===== src/core/uvol_pkg.sv =====
// Package: register offsets, field positions and reset values shared by
// the undervoltage / open-load fault logic and its register slave.
// Assumes a 32-bit AXI4-Lite register bus and four output channels.
package uvol_pkg;
	// Number of output channels
	localparam int NumOut = 4;
	// Register byte offsets
	localparam logic [7:0] CtrlOffset = 8'h00;
	localparam logic [7:0] ConfigOffset = 8'h04;
	localparam logic [7:0] StatusOffset = 8'h08;
	localparam logic [7:0] SenseOffset = 8'h0c;
	// Config field positions
	localparam int OlOffLsb = 0;
	localparam int UvOffBit = 4;
	// Status field positions
	localparam int UvFlagBit = 0;
	localparam int OlFlagLsb = 4;
	localparam int OutStateLsb = 8;
	localparam int FaultPinBit = 12;
	// Sense field positions
	localparam int BattLowBit = 0;
	localparam int BattPorBit = 1;
	localparam int BattDeadBit = 2;
	localparam int BattGoneBit = 3;
	localparam int GateOffLsb = 4;
	localparam int OpenSenseLsb = 8;
	// Reset values
	localparam logic [31:0] ResetZero = 32'h0000_0000;
	// AXI response codes
	localparam logic [1:0] RespOkay = 2'h0;
	localparam logic [1:0] RespSlvErr = 2'h2;
endpackage


===== src/core/axil_reg_slave.sv =====
// Minimal AXI4-Lite slave: accepts one write and one read at a time,
// hands single-cycle write and read strobes to the owner of the registers.
// Assumes the owner returns read data combinationally from rdAddr.
`timescale 1ns/1ps
module axil_reg_slave
(
	input wire logic sys_clk,
	input wire logic reset_n,
	input wire logic [7:0] s_axi_awaddr,
	input wire logic s_axi_awvalid,
	output logic s_axi_awready,
	input wire logic [31:0] s_axi_wdata,
	input wire logic [3:0] s_axi_wstrb,
	input wire logic s_axi_wvalid,
	output logic s_axi_wready,
	output logic [1:0] s_axi_bresp,
	output logic s_axi_bvalid,
	input wire logic s_axi_bready,
	input wire logic [7:0] s_axi_araddr,
	input wire logic s_axi_arvalid,
	output logic s_axi_arready,
	output logic [31:0] s_axi_rdata,
	output logic [1:0] s_axi_rresp,
	output logic s_axi_rvalid,
	input wire logic s_axi_rready,
	output logic wrStb,
	output logic [7:0] wrAddr,
	output logic [31:0] wrData,
	output logic [3:0] wrStrb,
	input wire logic wrOk,
	output logic rdStb,
	output logic [7:0] rdAddr,
	input wire logic [31:0] rdData,
	input wire logic rdOk
);
	// Held address and data of the pending write
	logic awHave_q;
	logic wHave_q;
	// Both halves present, no response outstanding
	wire wrGo = awHave_q && wHave_q && !s_axi_bvalid;
	wire rdGo = s_axi_arvalid && s_axi_arready;

	// Strobes and read address are combinational
	assign wrStb = wrGo;
	assign rdStb = rdGo;
	assign rdAddr = s_axi_araddr;

	// Write channel capture and response
	always_ff @(posedge sys_clk)
	begin
		if (!reset_n)
		begin
			awHave_q <= 1'b0;
			wHave_q <= 1'b0;
			s_axi_awready <= 1'b0;
			s_axi_wready <= 1'b0;
			s_axi_bvalid <= 1'b0;
			s_axi_bresp <= uvol_pkg::RespOkay;
			wrAddr <= 8'h00;
			wrData <= 32'h0000_0000;
			wrStrb <= 4'h0;
		end
		else
		begin
			// Address accepted
			s_axi_awready <= !awHave_q && !s_axi_awready && s_axi_awvalid;
			if (s_axi_awvalid && s_axi_awready)
			begin
				awHave_q <= 1'b1;
				wrAddr <= s_axi_awaddr;
			end
			// Data accepted
			s_axi_wready <= !wHave_q && !s_axi_wready && s_axi_wvalid;
			if (s_axi_wvalid && s_axi_wready)
			begin
				wHave_q <= 1'b1;
				wrData <= s_axi_wdata;
				wrStrb <= s_axi_wstrb;
			end
			// Response issued the cycle after the strobe
			if (wrGo)
			begin
				awHave_q <= 1'b0;
				wHave_q <= 1'b0;
				s_axi_bvalid <= 1'b1;
				s_axi_bresp <= wrOk ? uvol_pkg::RespOkay
					: uvol_pkg::RespSlvErr;
			end
			else if (s_axi_bvalid && s_axi_bready)
				s_axi_bvalid <= 1'b0;
		end
	end

	// Read channel: one cycle to accept, answer the next
	always_ff @(posedge sys_clk)
	begin
		if (!reset_n)
		begin
			s_axi_arready <= 1'b0;
			s_axi_rvalid <= 1'b0;
			s_axi_rdata <= 32'h0000_0000;
			s_axi_rresp <= uvol_pkg::RespOkay;
		end
		else
		begin
			s_axi_arready <= s_axi_arvalid && !s_axi_arready && !s_axi_rvalid;
			if (rdGo)
			begin
				s_axi_rvalid <= 1'b1;
				s_axi_rdata <= rdData;
				s_axi_rresp <= rdOk ? uvol_pkg::RespOkay
					: uvol_pkg::RespSlvErr;
			end
			else if (s_axi_rvalid && s_axi_rready)
				s_axi_rvalid <= 1'b0;
		end
	end
endmodule


===== src/core/uv_ol_fault.sv =====
// Undervoltage and open-load fault logic of a four-channel high-side
// switch, with its control and status registers on AXI4-Lite.
// Assumes analog comparators deliver battery levels and per-output gate
// and open-load sense as synchronous levels; logic runs from logic supply.
`timescale 1ns/1ps
// Function
// - Battery low: output off, fault low, flag
// - Recovery, all commands off: fault pin high
// - Recovery with command on: stay off, toggle
// - Undervoltage flag held until status read
// - Protection off: flag only, outputs kept unless battery dead
// - Logic state kept during battery undervoltage
// - Pass-through works without battery supply
// - Open load checked only while commanded off
// - Open-load flag latched once gate off
// - Open-load flag cleared by read when gone
// - Configurable per-output open-load detection disable bits
// - Fault info returned and reset on read
// - Switch-off command releases latched fault
module uv_ol_fault
#(
	parameter int NumOut = uvol_pkg::NumOut
)
(
	input wire logic sys_clk,
	input wire logic reset_n,
	input wire logic [7:0] s_axi_awaddr,
	input wire logic s_axi_awvalid,
	output logic s_axi_awready,
	input wire logic [31:0] s_axi_wdata,
	input wire logic [3:0] s_axi_wstrb,
	input wire logic s_axi_wvalid,
	output logic s_axi_wready,
	output logic [1:0] s_axi_bresp,
	output logic s_axi_bvalid,
	input wire logic s_axi_bready,
	input wire logic [7:0] s_axi_araddr,
	input wire logic s_axi_arvalid,
	output logic s_axi_arready,
	output logic [31:0] s_axi_rdata,
	output logic [1:0] s_axi_rresp,
	output logic s_axi_rvalid,
	input wire logic s_axi_rready,
	input wire logic [NumOut-1:0] directIn,
	input wire logic batteryLow,
	input wire logic batteryPorLow,
	input wire logic batteryDead,
	input wire logic [NumOut-1:0] gateOff,
	input wire logic [NumOut-1:0] openSense,
	input wire logic chainIn,
	output logic chainOut,
	output logic [NumOut-1:0] outEnable,
	output logic fault_pin_n
);
	// Registers and status state
	logic [NumOut-1:0] serialOn_q;
	logic [NumOut-1:0] open_load_detect_off_q;
	logic undervoltage_protect_off_q;
	logic undervoltage_flag_q;
	logic [NumOut-1:0] open_load_flag_q;
	logic [NumOut-1:0] uvLatch_q;
	logic [NumOut-1:0] cmdPrev_q;
	// Bus strobes
	logic wrStb;
	logic rdStb;
	logic [7:0] wrAddr;
	logic [7:0] rdAddr;
	logic [31:0] wrData;
	logic [3:0] wrStrb;
	logic [31:0] rdData;

	wire [NumOut-1:0] cmdOn = directIn | serialOn_q;
	wire [NumOut-1:0] cmdRise = cmdOn & ~cmdPrev_q;
	// Undervoltage applies when not disabled, or below the dead level
	wire uvActive = batteryLow && !undervoltage_protect_off_q;
	wire uvForceOff = uvActive || batteryDead;
	// Register decode
	wire wrCtrl = wrStb && wrAddr == uvol_pkg::CtrlOffset && wrStrb[0];
	wire wrCfg = wrStb && wrAddr == uvol_pkg::ConfigOffset && wrStrb[0];
	wire wrOk = wrAddr == uvol_pkg::CtrlOffset
		|| wrAddr == uvol_pkg::ConfigOffset;
	wire rdStatus = rdStb && rdAddr == uvol_pkg::StatusOffset;
	wire rdOk = rdAddr == uvol_pkg::CtrlOffset
		|| rdAddr == uvol_pkg::ConfigOffset
		|| rdAddr == uvol_pkg::StatusOffset
		|| rdAddr == uvol_pkg::SenseOffset;
	// open load seen only while off, gated
	wire [NumOut-1:0] olSeen = openSense & ~cmdOn & ~open_load_detect_off_q;
	// latch only once gate pulled off
	wire [NumOut-1:0] olSet = olSeen & gateOff;
	// output stays off while latched or under undervoltage
	wire [NumOut-1:0] outNext = cmdOn & ~uvLatch_q
		& ~{NumOut{uvForceOff}};
	// Fault pin: low on active undervoltage, latch or open load
	wire faultNext = !(uvActive || (|uvLatch_q) || (|olSet));
	// Read data selection
	wire [31:0] ctrlWord = {{(32-NumOut){1'b0}}, serialOn_q};
	wire [31:0] cfgWord = 32'(open_load_detect_off_q)
		| (32'(undervoltage_protect_off_q) << uvol_pkg::UvOffBit);
	wire [31:0] statusWord = (32'(undervoltage_flag_q) << uvol_pkg::UvFlagBit)
		| (32'(open_load_flag_q) << uvol_pkg::OlFlagLsb)
		| (32'(outEnable) << uvol_pkg::OutStateLsb)
		| (32'(fault_pin_n) << uvol_pkg::FaultPinBit);
	wire [31:0] senseWord = (32'(batteryLow) << uvol_pkg::BattLowBit)
		| (32'(batteryPorLow) << uvol_pkg::BattPorBit)
		| (32'(batteryDead) << uvol_pkg::BattDeadBit)
		| (32'(gateOff) << uvol_pkg::GateOffLsb)
		| (32'(openSense) << uvol_pkg::OpenSenseLsb);
	assign rdData = rdAddr == uvol_pkg::CtrlOffset ? ctrlWord
		: rdAddr == uvol_pkg::ConfigOffset ? cfgWord
		: rdAddr == uvol_pkg::StatusOffset ? statusWord
		: rdAddr == uvol_pkg::SenseOffset ? senseWord
		: uvol_pkg::ResetZero;

	// Bus slave
	axil_reg_slave u_slave
	(
		.sys_clk(sys_clk),
		.reset_n(reset_n),
		.s_axi_awaddr(s_axi_awaddr),
		.s_axi_awvalid(s_axi_awvalid),
		.s_axi_awready(s_axi_awready),
		.s_axi_wdata(s_axi_wdata),
		.s_axi_wstrb(s_axi_wstrb),
		.s_axi_wvalid(s_axi_wvalid),
		.s_axi_wready(s_axi_wready),
		.s_axi_bresp(s_axi_bresp),
		.s_axi_bvalid(s_axi_bvalid),
		.s_axi_bready(s_axi_bready),
		.s_axi_araddr(s_axi_araddr),
		.s_axi_arvalid(s_axi_arvalid),
		.s_axi_arready(s_axi_arready),
		.s_axi_rdata(s_axi_rdata),
		.s_axi_rresp(s_axi_rresp),
		.s_axi_rvalid(s_axi_rvalid),
		.s_axi_rready(s_axi_rready),
		.wrStb(wrStb),
		.wrAddr(wrAddr),
		.wrData(wrData),
		.wrStrb(wrStrb),
		.wrOk(wrOk),
		.rdStb(rdStb),
		.rdAddr(rdAddr),
		.rdData(rdData),
		.rdOk(rdOk)
	);

	// Software-written control and configuration
	// kept across undervoltage, reset only by reset_n
	always_ff @(posedge sys_clk)
	begin
		if (!reset_n)
		begin
			serialOn_q <= '0;
			open_load_detect_off_q <= '0;
			undervoltage_protect_off_q <= 1'b0;
		end
		else
		begin
			if (wrCtrl)
				serialOn_q <= wrData[NumOut-1:0];
			if (wrCfg)
			begin
				open_load_detect_off_q <= wrData[NumOut-1:0];
				undervoltage_protect_off_q <= wrData[uvol_pkg::UvOffBit];
			end
		end
	end

	// Undervoltage flag: set wins over read clear
	always_ff @(posedge sys_clk)
	begin
		if (!reset_n)
			undervoltage_flag_q <= 1'b0;
		// set under low battery whatever the disable bit
		else if (batteryLow)
			undervoltage_flag_q <= 1'b1;
		else if (rdStatus)
			undervoltage_flag_q <= 1'b0;
	end

	// Per-output latch, open-load flag and command history
	genvar i;
	generate
		for (i = 0; i < NumOut; i++)
		begin : g_out
			always_ff @(posedge sys_clk)
			begin
				if (!reset_n)
				begin
					uvLatch_q[i] <= 1'b0;
					cmdPrev_q[i] <= 1'b0;
					open_load_flag_q[i] <= 1'b0;
				end
				else
				begin
					cmdPrev_q[i] <= cmdOn[i];
					// latch when command on under active undervoltage
					// A dead battery forces off but never latches
					if (uvActive && cmdOn[i])
						uvLatch_q[i] <= 1'b1;
					else if (cmdRise[i])
						uvLatch_q[i] <= 1'b0;
					else if (!cmdOn[i])
						uvLatch_q[i] <= 1'b0;
					// set wins; cleared by read when gone
					if (olSet[i])
						open_load_flag_q[i] <= 1'b1;
					else if (rdStatus)
						open_load_flag_q[i] <= 1'b0;
				end
			end
		end
	endgenerate

	// Outputs, fault pin and chain pass-through, all registered
	always_ff @(posedge sys_clk)
	begin
		if (!reset_n)
		begin
			outEnable <= '0;
			fault_pin_n <= 1'b1;
			chainOut <= 1'b0;
		end
		else
		begin
			outEnable <= outNext;
			fault_pin_n <= faultNext;
			chainOut <= chainIn;
		end
	end

	// output off and pin low after active undervoltage
	a_uv_forces_off: assert property (@(posedge sys_clk) disable iff (!reset_n)
		uvActive |=> (outEnable == '0) && !fault_pin_n)
		else $error("undervoltage did not force outputs off");
	a_latch_holds_off: assert property (@(posedge sys_clk)
		disable iff (!reset_n)
		(|uvLatch_q) |=> !fault_pin_n)
		else $error("latched undervoltage released fault pin");
	a_uv_flag_set: assert property (@(posedge sys_clk) disable iff (!reset_n)
		batteryLow |=> undervoltage_flag_q)
		else $error("undervoltage flag not set");
	a_uv_flag_hold: assert property (@(posedge sys_clk) disable iff (!reset_n)
		undervoltage_flag_q && !rdStatus |=> undervoltage_flag_q)
		else $error("undervoltage flag dropped without read");
	a_uv_off_keeps: assert property (@(posedge sys_clk) disable iff (!reset_n)
		undervoltage_protect_off_q && !batteryDead && !(|uvLatch_q)
		&& !(|olSet) |=> fault_pin_n && outEnable == $past(cmdOn))
		else $error("disabled protection changed outputs");
	// no open-load flag set on output 0 while on
	a_ol_only_off: assert property (@(posedge sys_clk) disable iff (!reset_n)
		!open_load_flag_q[0] && cmdOn[0] |=> !open_load_flag_q[0])
		else $error("open load flagged while output on");
	// read clears flag once condition gone
	a_ol_read_clear: assert property (@(posedge sys_clk) disable iff (!reset_n)
		rdStatus && olSet == '0 |=> open_load_flag_q == '0)
		else $error("open load flag not cleared by read");
	a_chain_pass: assert property (@(posedge sys_clk) disable iff (!reset_n)
		##1 chainOut == $past(chainIn))
		else $error("chain pass-through broken");
	// fresh command clears output 0 latch if battery fine
	a_rise_release: assert property (@(posedge sys_clk)
		disable iff (!reset_n)
		cmdRise[0] && !uvForceOff |=> !uvLatch_q[0])
		else $error("switch-on did not release latch");
	// dead battery forces outputs off, pin untouched
	a_dead_forces_off: assert property (@(posedge sys_clk)
		disable iff (!reset_n)
		batteryDead && undervoltage_protect_off_q && !(|uvLatch_q)
		&& !(|olSet) |=> (outEnable == '0) && fault_pin_n)
		else $error("dead battery did not force outputs off");
endmodule


===== config.mk =====
export PLATFORM = sky130hd
export DESIGN_NAME = uv_ol_fault
export DESIGN_NICKNAME = d
export VERILOG_FILES = /design/src/core/uvol_pkg.sv /design/src/core/axil_reg_slave.sv /design/src/core/uv_ol_fault.sv
export SDC_FILE = /design/constraint.sdc
export NUM_CORES = 1
export LEC_CHECK = 0
export ABC_CLOCK_PERIOD_IN_PS = 4200
export BUFFER_PORTS_ARGS = -buffer_cell sky130_fd_sc_hd__buf_4
export CORE_MARGIN = 1.5
export CORE_UTILIZATION = 30
export DETAILED_ROUTE_END_ITERATION = 8
export SYNTH_ARGS = -nofsm -noshare
export SYNTH_HDL_FRONTEND = slang
export SYNTH_SLANG_ARGS = --single-unit

===== constraint.sdc =====
create_clock -name sys_clk -period 4.2 [get_ports sys_clk]
set_clock_uncertainty 0.1 [all_clocks]
set_input_delay 0.63 -clock sys_clk [delete_from_list [all_inputs] [get_ports sys_clk]]
set_output_delay 0.63 -clock sys_clk [all_outputs]
set_load 0.01 [all_outputs]

==> results.yml <==
critical_path:
  cp-startpoint: "u_slave.s_axi_awready"
  critPathLaunchType: "flop"
  path_buf_inv: 1
  crit_family: "flip-flops"
  crit_type: "flop to primary output"
  crit_slowest_cell: "dfxtp_1"
  reg2reg_from: "u_slave.wrAddr[4]"
  cp-end-kind: "primary output"
  cp_num_cells: 1
  rr_endpoint: "open_load_detect_off_q[1]"
  critPathMaxStageDelay_ns: 0.56
  crit_path_end: "s_axi_awready"
  path_cells: "buf_4"
  ff2ff_path_depth: 4
  reg2reg_slack_ns: 2.64
  path_max_fanout: 12
  cp_data_arrival_time_ns: 1.10
  required_ns: 3.47
power:
  clkPwrFrac_pct: 37.3
  internal-power_w: 0.0008921
  p_sw_share_pct: 25.47
  pwr-share-comb_pct: 9.6
  seqPwrFrac_pct: 53.2
  net-switching-power_w: 0.0003049
  p_per_area_mw_per_mm2: 350.8
  p_leak_nw: 1.442
  vdd_drop_max_uv: 180.4
finish:
  area_delta_synth_final_pct: 23.95
  layout-drive-gt1-share_pct: 25.27
  nets: 438
  antenna_cells: 0
logic_synthesis:
  synth-seq-area-share_pct: 46.55
  yosys_register_bits: 64
  synth_edf_count: 0
  synthArstFlopShare_pct: 0
  syn_area_mm2: 0.002753
  ys.flop_type: "dfxtp_1"
  yosys_warnings: 0
  yosysTopAreaCell: "dfxtp_1"
  synthCells: 297
  netlist.area_leader.share_pct: 46.55
  synthTopCellsByArea: "dfxtp_1 (47%), mux2i_1 (6.2%), nand2_1 (6.0%)"
  synth_common_cells: "dfxtp_1 (64), nand2_1 (44), buf_4 (21)"
  avgSynthCellArea_um2: 9.268
  synth_most_common_cell: "dfxtp_1"
  yosysUniqueCellTypes: 38
grt:
  track_usage_pct: 12.93
  grt.overflow.total: 0
  grt_util_met3_pct: 4.823
  met2_usage_pct: 20.11
  antenna_found_initial: 0
  grt_first_pass_wirelength_um: 9880
  top_usage_layer: "met2"
  grt_max_degree: 57
  grt_use_met1_pct: 16.72
  first_global_vias: 2010
floorplan:
  io_pins: 122
  core_mm2: 0.008806
  rows: 34
  die_h_um: 98.79
  die_width_um: 98.79
  initial_utilization_pct: 31.26
  dieArea_mm2: 0.009759
placed_design:
  dp_slack_ns: 2.292
  gp_congestion: 0.7758
  hpwlAfterDp_um: 4539
  portBuffers: 70
cts:
  ctsRootBufferMaster: "clkbuf_8"
  cts.path.max_buffers: 2
  cts_tree: "built"
  insertion_delay_ns: 0.34
  clock-sinks: 64
  cts_buffers: 9
  cts_hold_buf: 0
  cts.reportedPaths.clkPinSlew_ns: 0.07
  cts_resized: 0
  htree_levels: 3
  post-cts-setup-buffers: 0
routing:
  first_iter_violations: 62
  drt.antenna.violating_nets: 0
  route.detailed.drc: 9
  drt-total-wl_um: 6123
  via_per_inst: 4.569
  first_pass_iters: 6
  wl_per_cell_um: 12.86
  num_vias: 2175
timing:
  grt_setup_unrepaired: "no"
  min_period_ns: 1.825
  finalHoldViolCount: 0
  setup_ws_ns: 2.375
  maxSlewViolCount: 0
  fmax_mhz: 547.9
  setup_viol: 0
  fin_crit_sh_pct: 43.45
  finalSetupTns_ns: 0
run_status:
  status: "complete, but fails checks"
  violations: "DRC"
flow_run:
  maxCapViolCount: 0
min_path:
  min_path_type: "flop to flop"
  hold_depth: 2
worst reg2reg max path: cells and delay by family, from the launching register on:
kind / cells / cell delay [ns]
simple gates: 3 / 0.80
flops: 1 / 0.34
mux: 1 / 0.23
sequential cells by signal (all words and copies together), names as in the netlist, 4 cells and up:
name	cells
open_load_detect_off_q	4
u_slave.s_axi_rdata	13
outEnable	4
u_slave.wrData	5
open_load_flag_q	4
serialOn_q	4
uvLatch_q	4
cmdPrev_q	4
u_slave.wrAddr	8
layout make-up:
| cell class | count | area [µm²] |
|---|---|---|
| multi-input combinational | 214 | 1291 |
| inverter | 4 | 15.01 |
| clock buffer | 10 | 127.6 |
| timing repair buffer | 70 | 525.5 |
| sequential | 64 | 1281 |
| tap | 108 | 135.1 |
| fill | 910 | 5394 |
| clock inverter | 6 | 36.28 |
cells in the final DEF (no fill, tap or decap), types with 2 or more instances in the layout:
cell type	n
mux2_2	3
a21boi_0	20
nor4_4	2
clkbuf_8	9
nand3_1	20
nor3_1	6
o21ai_0	16
dfxtp_1	64
a22oi_1	3
nor2b_1	13
clkinv_2	4
nand2_1	44
nor2_1	3
buf_4	70
and2_1	14
a21oi_1	8
mux2i_1	17
nor4bb_1	2
conb_1	21
nand2b_1	4
or4_1	3
or3_1	3
inv_1	4
metal layers:
layer  vias up  wire length (µm)
met4         0                46
met1       986              2903
li1       1108                 -
met5         -                 0
met2        75              2804
met3         6               368
cell families after synthesis:
| logic type | share of synthesized area (%) |
|---|---|
| other | 0.1362 |
| AND/OR/NAND/NOR | 24.36 |
| flip-flops | 46.55 |
| AO/OA/AOI/OAI | 11.45 |
| multiplexers | 8.227 |
| buffers and inverters | 9.272 |
power by group through the flow:
| stage | clock network, W | logic [W] | registers (W) |
|---|---|---|---|
| floorplan | 0 | 0.0000766 | 0.000648 |
| global placement | 0 | 0.000114 | 0.000650 |
| detailed placement | 0 | 0.000115 | 0.000651 |
| CTS | 0.000462 | 0.000116 | 0.000637 |
| global route | 0.000493 | 0.000126 | 0.000639 |
| finish | 0.000446 | 0.000115 | 0.000637 |
per-stage QoR:
stage          cell area (µm²)  util [%]  hold slack [ns]  std cells  total power [W]
2_1_floorplan             2828         -           0.3254        317        0.0007247
3_3_place_gp              3248     36.89           0.3330        460        0.0007642
3_5_place_dp              3248     36.89           0.3395        460        0.0007659
4_1_cts                   3412     38.75           0.3492        476         0.001215
5_1_grt                   3412     38.75           0.3596        476         0.001258
6_report                  3412     38.75           0.3455        476         0.001197
worst min path at each step:
stage / startpoint / end
2_1_floorplan: uvLatch_q[3] / outEnable[3]
3_3_place_gp: cmdPrev_q[0] / uvLatch_q[0]
3_5_place_dp: cmdPrev_q[0] / uvLatch_q[0]
4_1_cts: cmdPrev_q[0] / uvLatch_q[0]
5_1_grt: cmdPrev_q[2] / uvLatch_q[2]
6_report: cmdPrev_q[3] / uvLatch_q[3]
(Power assumes the default switching activity.)
